===== src/odc_pkg.sv =====
// Purpose: Shared constants and carriers for the output divider bank
// Assumes: Byte-wide registers on a simple synchronous register port
// Notes: Register index is address minus ODC_BASE_OFFSET
package odc_pkg;
    localparam int ODC_BYTE_W = 8;
    localparam int ODC_DIV_W = 20;
    localparam int ODC_NUM_OUT = 5;
    localparam int ODC_NUM_REGS = 14;
    localparam int ODC_NIB_W = 4;

    // Register offsets
    localparam logic [7:0] ODC_OUT1_MID_OFF = 8'h1a;
    localparam logic [7:0] ODC_OUT1_LOW_OFF = 8'h1b;
    localparam logic [7:0] ODC_OUT2_HI_OFF = 8'h1c;
    localparam logic [7:0] ODC_OUT2_MID_OFF = 8'h1d;
    localparam logic [7:0] ODC_OUT2_LOW_OFF = 8'h1e;
    localparam logic [7:0] ODC_OUT3_HI_OFF = 8'h1f;
    localparam logic [7:0] ODC_OUT3_MID_OFF = 8'h20;
    localparam logic [7:0] ODC_OUT3_LOW_OFF = 8'h21;
    localparam logic [7:0] ODC_OUT4_HI_OFF = 8'h22;
    localparam logic [7:0] ODC_OUT4_MID_OFF = 8'h23;
    localparam logic [7:0] ODC_OUT4_LOW_OFF = 8'h24;
    localparam logic [7:0] ODC_OUT5_HI_OFF = 8'h25;
    localparam logic [7:0] ODC_OUT5_MID_OFF = 8'h26;
    localparam logic [7:0] ODC_OUT5_LOW_OFF = 8'h27;
    localparam logic [7:0] ODC_BASE_OFFSET = ODC_OUT1_MID_OFF;

    // Reset values
    localparam logic [7:0] ODC_LOW_RST = 8'h31;
    localparam logic [7:0] ODC_MID_RST = 8'h00;
    localparam logic [7:0] ODC_HI_RST = 8'h00;

    // Writable bit masks; high nibble registers keep bits 7:4 reserved
    localparam logic [7:0] ODC_HI_MASK = 8'h0f;
    localparam logic [7:0] ODC_FULL_MASK = 8'hff;

    // Clock configuration value under which output 5 encoding holds
    localparam logic ODC_CFG_DIRECT = 1'b0;

    // Per-index tables, index 0 at the lowest offset
    localparam logic [ODC_NUM_REGS-1:0][7:0] ODC_RESET_TABLE = {
        ODC_LOW_RST, ODC_MID_RST, ODC_HI_RST,
        ODC_LOW_RST, ODC_MID_RST, ODC_HI_RST,
        ODC_LOW_RST, ODC_MID_RST, ODC_HI_RST,
        ODC_LOW_RST, ODC_MID_RST, ODC_HI_RST,
        ODC_LOW_RST, ODC_MID_RST};
    localparam logic [ODC_NUM_REGS-1:0][7:0] ODC_MASK_TABLE = {
        ODC_FULL_MASK, ODC_FULL_MASK, ODC_HI_MASK,
        ODC_FULL_MASK, ODC_FULL_MASK, ODC_HI_MASK,
        ODC_FULL_MASK, ODC_FULL_MASK, ODC_HI_MASK,
        ODC_FULL_MASK, ODC_FULL_MASK, ODC_HI_MASK,
        ODC_FULL_MASK, ODC_FULL_MASK};

    typedef struct packed {
        logic [7:0] addr;
        logic wr;
        logic rd;
        logic [7:0] wdata;
    } odc_req_s;

    typedef struct packed {
        logic [7:0] rdata;
        logic rvalid;
        logic hit;
    } odc_rsp_s;

    typedef logic [ODC_NUM_OUT-1:0][ODC_DIV_W-1:0] odc_div_t;
endpackage


===== src/odc_byte_cell.sv =====
// Purpose: One byte-wide divider register with reserved-bit masking
// Assumes: Synchronous active-high reset, clock enable freezes state
// Notes: Reserved bits are held at zero and never written
`timescale 1ns/100ps
module odc_byte_cell #(
    parameter logic [7:0] RESET_VAL = 8'h00,
    parameter logic [7:0] WR_MASK = 8'hff
) (
    input wire logic clk_sys_i,
    input wire logic sys_rst_i,
    input wire logic clk_en_i,
    input wire logic wr_en_i,
    input wire logic [7:0] wdata_i,
    output logic [7:0] value_o
);
    import odc_pkg::*;

    typedef struct packed {
        logic [7:0] value;
    } odc_cell_s;

    odc_cell_s state_reg;
    odc_cell_s state_next;

    always_comb begin
        state_next = state_reg;
        if (wr_en_i) begin
            state_next.value = wdata_i & WR_MASK;
        end
    end

    always_ff @(posedge clk_sys_i) begin
        if (sys_rst_i) begin
            state_reg.value <= RESET_VAL & WR_MASK;
        end else if (clk_en_i) begin
            state_reg <= state_next;
        end
    end

    assign value_o = state_reg.value;
endmodule


===== src/odc_divider_regs.sv =====
// Purpose: Output low-speed divider register bank, outputs 1 to 5
// Assumes: Register port is synchronous to clk_sys_i
// Notes: Read data return one cycle after the read strobe
//
// Summary of operation
// - Output 2 divider, nibble in bits 3:0
// - Output 3 divider across three registers
// - Output 4 divider across three registers
// - Output 5 divider, reserved upper nibble bits
// - Output 5 encoding valid only at config zero
// - Low divider bytes reset to 0x31
// - Listed middle and high bytes reset zero
// - Output 1 divider also zero or odd
`timescale 1ns/100ps
module odc_divider_regs (
    input wire logic clk_sys_i,
    input wire logic sys_rst_i,
    input wire logic clk_en_i,
    input odc_pkg::odc_req_s reg_req_i,
    input wire logic [3:0] out1_high_nibble_i,
    input wire logic clock_configuration_select_i,
    output odc_pkg::odc_rsp_s reg_rsp_o,
    output odc_pkg::odc_div_t low_speed_divider_o,
    output logic [4:0] divider_legal_o,
    output logic out5_encoding_valid_o
);
    import odc_pkg::*;

    typedef struct packed {
        odc_rsp_s rsp;
        odc_div_t div;
        logic [ODC_NUM_OUT-1:0] legal;
        logic out5_valid;
    } odc_state_s;

    odc_state_s state_reg;
    odc_state_s state_next;

    logic [ODC_NUM_REGS-1:0][7:0] cell_q;
    logic [7:0] idx;
    logic hit;
    odc_div_t div_asm;

    // Address decode
    always_comb begin
        idx = reg_req_i.addr - ODC_BASE_OFFSET;
        hit = (reg_req_i.addr >= ODC_BASE_OFFSET) &&
              (idx < 8'(ODC_NUM_REGS));
    end

    // Byte registers
    genvar g;
    generate
        for (g = 0; g < ODC_NUM_REGS; g = g + 1) begin : gen_cell
            odc_byte_cell #(
                .RESET_VAL(ODC_RESET_TABLE[g]),
                .WR_MASK(ODC_MASK_TABLE[g])
            ) u_cell (
                .clk_sys_i(clk_sys_i),
                .sys_rst_i(sys_rst_i),
                .clk_en_i(clk_en_i),
                .wr_en_i(reg_req_i.wr && hit && (idx == 8'(g))),
                .wdata_i(reg_req_i.wdata),
                .value_o(cell_q[g])
            );
        end
    endgenerate

    // Assemble 20-bit dividers from nibble, middle and low bytes
    always_comb begin
        div_asm[0] = {out1_high_nibble_i, cell_q[0], cell_q[1]};
        for (int k = 1; k < ODC_NUM_OUT; k++) begin
            div_asm[k] = {cell_q[3*k-1][ODC_NIB_W-1:0],
                          cell_q[3*k], cell_q[3*k+1]};
        end
    end

    always_comb begin
        state_next = state_reg;
        state_next.rsp.rvalid = reg_req_i.rd;
        state_next.rsp.hit = reg_req_i.rd && hit;
        if (reg_req_i.rd) begin
            state_next.rsp.rdata = hit ? cell_q[idx[3:0]] : 8'h00;
        end
        state_next.div = div_asm;
        for (int k = 0; k < ODC_NUM_OUT; k++) begin
            state_next.legal[k] = (div_asm[k] == 20'h00000) ||
                                  div_asm[k][0];
        end
        state_next.out5_valid =
            (clock_configuration_select_i == ODC_CFG_DIRECT);
    end

    always_ff @(posedge clk_sys_i) begin
        if (sys_rst_i) begin
            state_reg <= '0;
        end else if (clk_en_i) begin
            state_reg <= state_next;
        end
    end

    assign reg_rsp_o = state_reg.rsp;
    assign low_speed_divider_o = state_reg.div;
    assign divider_legal_o = state_reg.legal;
    assign out5_encoding_valid_o = state_reg.out5_valid;
endmodule


===== config.mk =====
export PLATFORM = sky130hd
export DESIGN_NAME = odc_divider_regs
export DESIGN_NICKNAME = d
export VERILOG_FILES = /design/src/odc_pkg.sv /design/src/odc_byte_cell.sv /design/src/odc_divider_regs.sv
export SDC_FILE = /design/constraint.sdc
export NUM_CORES = 1
export LEC_CHECK = 0
export BUFFER_PORTS_ARGS = -buffer_cell sky130_fd_sc_hd__buf_2
export CAP_MARGIN = 20
export CORE_UTILIZATION = 56
export CTS_CLUSTER_SIZE = 8
export DETAILED_ROUTE_END_ITERATION = 10
export PLACE_DENSITY_LB_ADDON = 0.3
export REMOVE_ABC_BUFFERS = 1
export SLEW_MARGIN = 40
export SYNTH_ARGS = -nofsm -noshare
export SYNTH_HDL_FRONTEND = slang
export SYNTH_SLANG_ARGS = --single-unit

===== constraint.sdc =====
create_clock -name clk_sys_i -period 6.1 [get_ports clk_sys_i]
set_input_delay 0.61 -clock clk_sys_i [delete_from_list [all_inputs] [get_ports clk_sys_i]]
set_output_delay 0.61 -clock clk_sys_i [all_outputs]
set_load 0.05 [all_outputs]

==> results of run 1 <==
==> state kept, by name, indices dropped and copies added, names as in the netlist <==
register / flops
gen_cell.u_cell.value_o: 96
low_speed_divider_o: 100
out5_encoding_valid_o: 1
divider_legal_o: 5
reg_rsp_o: 10
==> power by group through the flow <==
stage | Sequential, mW | Clock, mW | Combinational [mW]
after floorplan | 1.48 | 0 | 0.0931
after global placement | 1.43 | 0 | 0.235
after detailed placement | 1.43 | 0 | 0.237
after CTS | 1.41 | 1.48 | 0.239
after global routing | 1.41 | 1.54 | 0.255
final | 1.41 | 1.46 | 0.244
==> Yosys cell counts, drive strengths merged (8+ instances only) <==
| cell type | number | area share, % |
|---|---|---|
| nand2 | 13 | 0.54 |
| mux2i | 197 | 22 |
| nor3 | 9 | 0.80 |
| dfxtp | 212 | 47 |
| nand3 | 8 | 0.44 |
| nor2 | 123 | 5.1 |
| mux4 | 12 | 3.0 |
| clkbuf | 36 | 1.5 |
| nand2b | 97 | 6.7 |
| mux2 | 12 | 1.5 |
| nor4 | 21 | 1.6 |
| a21oi | 9 | 0.49 |
| o211ai | 13 | 2.4 |
| buf | 26 | 1.8 |
| a221oi | 8 | 0.77 |
==> final timing paths <==
path | to | slack [ns]
max | gen_cell[0].u_cell.value_o[6]$_SDFFE_PP0P_ | 3.58
min | out5_encoding_valid_o$_SDFFE_PP0P_ | 0.26
max reg2reg | reg_rsp_o[3]$_SDFFE_PP0P_ | 4.48
min reg2reg | low_speed_divider_o[0]$_SDFFE_PP0P_ | 0.47
==> layout make-up <==
type | count | area [µm²]
Sequential cell | 212 | 4240
Tap cell | 216 | 270
Clock buffer | 31 | 776
Multi-Input combinational cell | 581 | 4580
Timing Repair Buffer | 148 | 774
Clock inverter | 1 | 30.0
Fill cell | 1273 | 5190
Inverter | 4 | 15.0
==> worst register-to-register path, cell delays in order, from the launching register on <==
cell	delay (ns)
dfxtp_1	0.37
mux4_2	0.51
a211o_1	0.37
a32o_1	0.27
==> cells by family (layout without fill, tap and decap cells) <==
family / count (synthesis) / after routing / synth area share [%]
mux: 221 / 221 / 26.1
simple gates: 290 / 290 / 16.6
compound gates: 66 / 66 / 6.85
flops: 212 / 212 / 46.5
buf+inv: 66 / 184 / 3.44
fa+ha+maj: 1 / 1 / 0.137
xor+xnor: 3 / 3 / 0.370
==> stage by stage <==
step	hold WS, ns	std cells	setup WS [ns]	utilization [%]
CTS	0.245	1193	3.65	67.2
floorplan	0.466	797	3.46	-
global placement	0.456	1160	3.02	62.0
global route	0.258	1193	3.49	67.3
detailed placement	0.458	1161	3.12	62.1
finish	0.256	1193	3.58	67.3
==> metal layers <==
layer	track usage [%]	vias to the layer above	part of all wire (%)
met5	0	-	0
met4	9.85	0	2.5
met3	4.87	47	6.5
met2	44.7	263	46
met1	38.0	3395	45
li1	-	3262	-
==> placed cells by master (no fill, tap or decap), types with 7 or more instances in the layout <==
cell       instances
clkbuf_16         31
a21oi_1            9
nand2b_1          95
a221oi_1           8
nor2_1           121
mux2_2            12
nand2_1           13
mux4_2            12
nor4_1            20
mux2i_1          197
buf_2            139
o211ai_2           7
nand3_1            8
dfxtp_1          212
==> results.toml, run 1 <==
[global_route]
grt_pass1_wl_um = 35900
antenna_found_initial = 0
grt_overflow_total = 0
grt_pass1_vias = 6574
grt_usage_pct = 27.9
grt_max_degree = 79

[clock_network]
worstSkewPairLatency_ns = 0.53
ctsResizeCount = 0
clock_path_buffers = 3
ctsHoldBuffers = 0
root_buffer = "clkbuf_16"
path_clk_slew_ns = 0.05
cts_setup_buffers = 0
h-tree-depth = 1
cts.sinks = 212
cts_tree = "done"
cts_buffers = 30

[synth]
synth_cell_types = 50
synth-edff-count = 0
synth-seq-area-share_pct = 46.5
ys_warn_count = 0
netlist_area_um2 = 9120
syn_avg_cell_area_um2 = 10.6
syn_inst = 859
synth_ff_type = "dfxtp_1"
synth_seq_cells = 212
synthArstFlopShare_pct = 0

[job]
drv_cap = 0

[routing]
drtIter0Drc = 670
drt-wirelength-per-cell_um = 19.7
drt_pass1_iterations = 5
route.vias.total = 6967
wirelength_um = 23600
antenna_left = 0
drc = 0
via_per_inst = 5.84

[timing]
fmax_mhz = 397
setup_viol = 0
final_max_slew_viol_count = 0
worstMarginPinSlew_ns = 0.910
hold_viol = 0
relSlewSlack_pct = 39.3
fin_crit_sh_pct = 41.3
setup_tns_ns = 0
rsz0062_at_grt = "false"
period_needed_ns = 2.52
fin_skew_ns = 0.0107

[pwr]
p_total_mw = 3.11
switching_share_pct = 23.1
power_frac_clock_pct = 47.0
p_int_mw = 2.39
total_leakage_power_nw = 5.20
power.density_nw_per_um2 = 291
pwr-share-comb_pct = 7.8
p_seq_share_pct = 45.2
vdd_drop_max_mv = 0.238
p_sw_mw = 0.719

[setup_path]
path_max_fanout = 20
cp_slowest_cell = "ha_1"
startpoint = "reg_req_i[11]"
endpoint_kind = "register"
cp-start-kind = "input pin"
critPathKind = "in -> reg"
rr_worst_depth = 3
reg2reg_from = "gen_cell[4].u_cell.value_o[1]$_SDFFE_PP0P_"
crit_family = "adder cells"
cp.depth = 7
path_buf_inv = 2
path_cells = "buf_2 > inv_1 > ha_1 > nand3_1 > nor2_2 > o211a_1 > mux2i_1"
critPathArrivalTime_ns = 2.97
required_ns = 6.55
max_stage_delay_ns = 0.81

[die]
initial_core_util_pct = 57.4
die_area_um2 = 16800
ios = 142
die_w_um = 130
core_region_area_um2 = 15900
fp.dieH_um = 130
rows = 46

[placement]
io_buffers = 141
place_hpwl_um = 15500
postPlaceCellArea_um2 = 9870
gp_congestion = 0.916

[hold_path]
hold_depth = 2
hold_path_class = "in -> reg"
hp-start = "clock_configuration_select_i"

[run_status]
run_status = "complete, no violations"

[layout]
drive_gt1_share_pct = 23.5
antennaDiodeCount = 0
fin_area_um2 = 10700
areaGrowthSynthToFinish_pct = 17.2
finalNetCount = 1004
(Power assumes the default switching activity.)
==> run 2, diff against run 1 <==
--- a/config.mk
+++ b/config.mk
@@ -7,7 +7,7 @@
 export LEC_CHECK = 0
 export BUFFER_PORTS_ARGS = -buffer_cell sky130_fd_sc_hd__buf_2
 export CAP_MARGIN = 20
-export CORE_UTILIZATION = 56
+export CORE_UTILIZATION = 51
 export CTS_CLUSTER_SIZE = 8
 export DETAILED_ROUTE_END_ITERATION = 10
 export PLACE_DENSITY_LB_ADDON = 0.3
==> constraint.sdc (replaced) <==
create_clock -name clk_sys_i -period 2.3 [get_ports clk_sys_i]
set_input_delay 0.23 -clock clk_sys_i [delete_from_list [all_inputs] [get_ports clk_sys_i]]
set_output_delay 0.23 -clock clk_sys_i [all_outputs]
set_load 0.05 [all_outputs]
==> run 2 against run 1 <==
Effect of this change:
- clock-buffer cell count unchanged
- wire length increased by 2.7%
- worst setup slack got worse by 3.0 ns
- non-clock buffer count increased by 22
- clock power grew to 2.7 times the previous value
- critical path depth grew 1
- critical path type unchanged
==> results.toml, run 2 (same netlist as run 1, synthesis figures left out) <==
[run_status]
run_status = "complete, no violations"

[routing]
wirelength_um = 24200
drc = 0
via_per_inst = 5.66
route.vias.total = 6939
drtIter0Drc = 588
antenna_left = 0
drt-wirelength-per-cell_um = 19.8
drt_pass1_iterations = 6

[timing]
finalHoldWorstSlack_ns = 0.0198
setup_tns_ns = 0
setup_viol = 0
final_max_slew_viol_count = 0
relSlewSlack_pct = 45.8
rsz0062_at_grt = "false"
hold_viol = 0
worst_slack_ns = 0.625
worstMarginPinSlew_ns = 0.811
period_needed_ns = 1.68
fin_skew_ns = 0.00562
fin_crit_sh_pct = 72.8
fmax_mhz = 597

[layout]
final_common_cell = "dfxtp_1"
final_cell_mix = "dfxtp_1, mux2i_1, buf_2"
register_area_um2 = 4240
fin_area_um2 = 10900
areaGrowthSynthToFinish_pct = 20.0
multi_input_area_um2 = 4560
drive_gt1_share_pct = 24.4
largest_reg_flops = 100
finalNetCount = 1026
fin_util_pct = 63.1
instances_no_fill = 1225
fillers = 1433

[clock_network]
path_clk_slew_ns = 0.05
h-tree-depth = 1
root_buffer = "clkbuf_16"
cts_buffers = 30
cts.sinks = 212
ctsResizeCount = 0
worstSkewPairLatency_ns = 0.53
cts_setup_buffers = 0
cts_tree = "done"
clock_path_buffers = 3

[placement]
place_hpwl_um = 16400
placed_cells = 1187
dp_slack_ns = 0.132
postPlaceCellArea_um2 = 10100
io_buffers = 141
gp_congestion = 0.964

[setup_path]
path_cells = "buf_2 > inv_1 > ha_1 > xor2_1 > nor3_4 > buf_12 > o211ai_2 > mux2i_1"
endpoint_kind = "register"
cp-start-kind = "input pin"
crit_family = "compound AO/OA/AOI/OAI gates"
rr_worst_depth = 3
path_buf_inv = 3
rrSetupSlack_ns = 0.76
path_max_fanout = 16
critPathKind = "in -> reg"
worstReg2RegEnd = "reg_rsp_o[5]$_SDFFE_PP0P_"
reg2reg_from = "gen_cell[5].u_cell.value_o[3]$_SDFFE_PP0P_"
critPathArrivalTime_ns = 2.12
cp_slowest_cell = "o211ai_2"
max_stage_delay_ns = 0.53
required_ns = 2.74

[pwr]
vdd_drop_max_mv = 0.570
p_total_mw = 8.30
total_leakage_power_nw = 5.32
power.density_nw_per_um2 = 758

[die]
die_area_um2 = 18400
rows = 48
die_w_um = 136
initial_core_util_pct = 52.6
ios = 142
core_region_area_um2 = 17400
fp.dieH_um = 136

[global_route]
grt_pass1_wl_um = 36900
grt_overflow_total = 0
grt_pass1_vias = 6588
grt_usage_pct = 26.3
grt_max_degree = 84
antenna_found_initial = 0

[hold_path]
hold_path_class = "in -> reg"
min_to = "reg_rsp_o[1]$_SDFFE_PP0P_"
hp-start = "reg_req_i[8]"
hold_depth = 3

[job]
drv_cap = 0
-- run 2: cell count changes in the layout (fill, tap and decap cells not counted), moves of 2 or more --
| cell | previous run | this run |
|---|---|---|
| buf_4 | 6 | 17 |
| buf_12 | 0 | 7 |
| dlygate4sd3_1 | 0 | 5 |
| nand2b_1 | 95 | 97 |
| nand2b_2 | 2 | 0 |
-- run 2: layout make-up --
class	instances	share of cell area, %
antenna	1	0.0229
clock buffer	31	7.09
clock inverter	1	0.274
inverter	4	0.137
multi-input combinational	581	41.7
sequential	212	38.8
tap	225	2.57
timing repair buffer	170	9.46
-- run 2: where the power goes --
group / internal (mW) / total (mW) / switching, mW
sequential: 3.72 / 3.73 / 0.0175
clock: 2.44 / 3.89 / 1.45
combinational: 0.230 / 0.682 / 0.452
-- run 2: routing by layer --
metal,routed length (µm),GRT usage [%],share of wire (%),up-vias
met4,858,10.0,3.5,0
met3,1630,4.86,6.8,63
met2,10800,40.5,44,290
met1,11000,36.5,45,3282
met5,0,0,0,-
li1,-,-,-,3304
-- run 2: worst max-delay path by stage --
| stage | endpoint | cells after the start | from |
|---|---|---|---|
| global route | gen_cell[6].u_cell.value_o[2]$_SDFFE_PP0P_ | 8 | reg_req_i[11] |
| CTS | gen_cell[6].u_cell.value_o[7]$_SDFFE_PP0P_ | 8 | reg_req_i[11] |
| detailed placement | gen_cell[6].u_cell.value_o[7]$_SDFFE_PP0P_ | 8 | reg_req_i[11] |
| finish | gen_cell[6].u_cell.value_o[7]$_SDFFE_PP0P_ | 8 | reg_req_i[11] |
| floorplan | gen_cell[0].u_cell.value_o[1]$_SDFFE_PP0P_ | 6 | reg_req_i[11] |
| global placement | gen_cell[6].u_cell.value_o[7]$_SDFFE_PP0P_ | 8 | reg_req_i[11] |
-- run 2: timing repair --
item	4_1_cts	5_1_grt
endpoints found under the hold margin	5	0
hold buffers	5	0
endpoints found under the setup margin	0	0
-- run 2: worst register-to-register path: stages (launching register included) --
cell     delay [ns]
dfxtp_1        0.35
mux4_2         0.52
a211o_1        0.31
a32o_1         0.25
==> run 3, diff against run 2 <==
--- a/config.mk
+++ b/config.mk
@@ -7,7 +7,7 @@
 export LEC_CHECK = 0
 export BUFFER_PORTS_ARGS = -buffer_cell sky130_fd_sc_hd__buf_2
 export CAP_MARGIN = 20
-export CORE_UTILIZATION = 51
+export CORE_UTILIZATION = 56
 export CTS_CLUSTER_SIZE = 8
 export DETAILED_ROUTE_END_ITERATION = 10
 export PLACE_DENSITY_LB_ADDON = 0.3
==> constraint.sdc (replaced) <==
create_clock -name clk_sys_i -period 1.7 [get_ports clk_sys_i]
set_input_delay 0.17 -clock clk_sys_i [delete_from_list [all_inputs] [get_ports clk_sys_i]]
set_output_delay 0.17 -clock clk_sys_i [all_outputs]
set_load 0.05 [all_outputs]
==> run 3 against run 2 <==
Effect of this change:
- highest routed layer unchanged
- global-route usage rose by 3.7 points
- largest power group unchanged
- wire length rose by 3.9%
- flip-flop and latch count did not move
- largest cell class unchanged
- sequential share of layout area fell by 1.9 points
- via count rose by 5.1%
- die area fell by 8.8%
- critical endpoint is now reg_rsp_o[5]$_SDFFE_PP0P_
- final cell count rose by 4.2%
- cell area rose by 5.2%
- register-to-register slack got worse by 0.58 ns
- clock power rose by 35%
==> results.toml, run 3 (same netlist as run 1, synthesis figures left out) <==
[setup_path]
worstReg2RegEnd = "reg_rsp_o[5]$_SDFFE_PP0P_"
max_stage_delay_ns = 0.49
critPathKind = "reg -> reg"
endpoint_kind = "register"
cp_slowest_cell = "mux4_2"
path_max_fanout = 4
startpoint = "gen_cell[5].u_cell.value_o[3]$_SDFFE_PP0P_"
path_cells = "mux4_2 > a211o_1 > a32o_1"
reg2reg_from = "gen_cell[5].u_cell.value_o[3]$_SDFFE_PP0P_"
rrSetupSlack_ns = 0.18
cp-start-kind = "register"
required_ns = 2.12
crit_family = "compound AO/OA/AOI/OAI gates"
critPathArrivalTime_ns = 1.94
path_buf_inv = 0
rr_worst_depth = 3

[routing]
drt_pass1_iterations = 5
drc = 0
wirelength_um = 25100
drtIter0Drc = 505
antenna_left = 0
route.vias.total = 7296
drt-wirelength-per-cell_um = 19.7
via_per_inst = 5.72

[placement]
place_hpwl_um = 17800
gp_congestion = 1.01
io_buffers = 141

[clock_network]
cts_buffers = 30
worstSkewPairLatency_ns = 0.53
ctsResizeCount = 0
root_buffer = "clkbuf_16"
cts.sinks = 212
clock_path_buffers = 3
path_clk_slew_ns = 0.05
cts_setup_buffers = 0
cts_tree = "done"
h-tree-depth = 1

[layout]
areaGrowthSynthToFinish_pct = 26.2
final_common_cell = "dfxtp_1"
largest_reg_flops = 100
fin_util_pct = 72.5
antennaDiodeCount = 0
drive_gt1_share_pct = 28.8
final_cell_mix = "dfxtp_1, mux2i_1, buf_2"
fillers = 1150
finalNetCount = 1087

[timing]
rsz0062_at_grt = "false"
final_max_slew_viol_count = 0
period_needed_ns = 1.52
fin_skew_ns = 0.0106
worstMarginPinSlew_ns = 0.503
relSlewSlack_pct = 66.5
hold_viol = 0
fin_crit_sh_pct = 89.4
setup_viol = 0
fmax_mhz = 658

[job]
drv_cap = 0

[global_route]
grt_max_degree = 63
grt_pass1_vias = 7003
antenna_found_initial = 0
grt_usage_pct = 30.0
grt_pass1_wl_um = 38400
grt_overflow_total = 0

[die]
core_region_area_um2 = 15900
die_area_um2 = 16800
ios = 142
initial_core_util_pct = 57.4
fp.dieH_um = 130
rows = 46
die_w_um = 130

[pwr]
total_leakage_power_nw = 5.69
p_sw_mw = 2.63
pwr-share-comb_pct = 8.9
vdd_drop_max_mv = 0.840
switching_share_pct = 23.2
power_frac_clock_pct = 46.5
p_total_mw = 11.3
power.density_nw_per_um2 = 984
p_seq_share_pct = 44.6
p_int_mw = 8.70

[run_status]
run_status = "complete, no violations"

[hold_path]
hold_path_class = "in -> reg"
min_to = "reg_rsp_o[1]$_SDFFE_PP0P_"
hp-start = "reg_req_i[8]"
hold_depth = 3
run 3: cell type report:
cell class	count	area [µm²]	share of cell area [%]
Multi-Input combinational cell	581	4560	39.6
Sequential cell	212	4240	36.9
Timing Repair Buffer	231	1620	14.0
Clock buffer	31	776	6.74
Tap cell	216	270	2.35
Clock inverter	1	30.0	0.261
Inverter	4	15.0	0.130
run 3: worst register-to-register path: cells and delay by family, from the launching register on:
| family | cells | cell delay, ns |
|---|---|---|
| compound gates | 2 | 0.57 |
| mux | 1 | 0.49 |
| flops | 1 | 0.35 |
run 3: worst max-delay path by stage:
stage                                            endpoint  slack, ns  cells after the start
5_1_grt                         reg_rsp_o[9]$_SDFFE_PP0P_       0.15                      4
3_5_place_dp                    reg_rsp_o[9]$_SDFFE_PP0P_      -0.23                      6
2_1_floorplan  gen_cell[0].u_cell.value_o[1]$_SDFFE_PP0P_      -0.50                      6
4_1_cts                         reg_rsp_o[5]$_SDFFE_PP0P_       0.19                      3
3_3_place_gp                    reg_rsp_o[3]$_SDFFE_PP0P_      -0.19                      5
6_report                        reg_rsp_o[5]$_SDFFE_PP0P_       0.18                      3
run 3: power groups by stage:
stage | sequential, mW | clock [mW] | combinational [mW]
final | 5.05 | 5.27 | 1.01
after global routing | 5.05 | 5.55 | 1.05
after CTS | 5.05 | 5.31 | 0.994
after detailed placement | 5.15 | 0 | 0.981
after global placement | 5.15 | 0 | 0.972
after floorplan | 5.30 | 0 | 0.334
run 3: repair_timing:
action	in CTS	in global routing
setup endpoints to repair	0	0
hold buffers	5	0
hold endpoints to repair	5	0
run 3: stage by stage:
step                cells  hold slack, ns  worst slack, ns  area (µm²)  TNS (ns)
finish               1276          0.0217            0.180       11500         0
global route         1276          0.0153            0.150       11500         0
CTS                  1276          0.0153            0.192       11500         0
detailed placement   1239           0.357           -0.227       10700    -15.85
global placement     1239           0.355           -0.189       10700    -12.90
floorplan             797           0.239           -0.504        8820    -39.77
run 3: metal layers:
| layer | track usage [%] | part of all wire [%] | vias to the layer above |
|---|---|---|---|
| li1 | - | - | 3425 |
| met1 | 41.1 | 45 | 3524 |
| met2 | 47.4 | 45 | 283 |
| met3 | 5.37 | 6.9 | 64 |
| met4 | 11.4 | 3.1 | 0 |
| met5 | 0 | 0 | - |
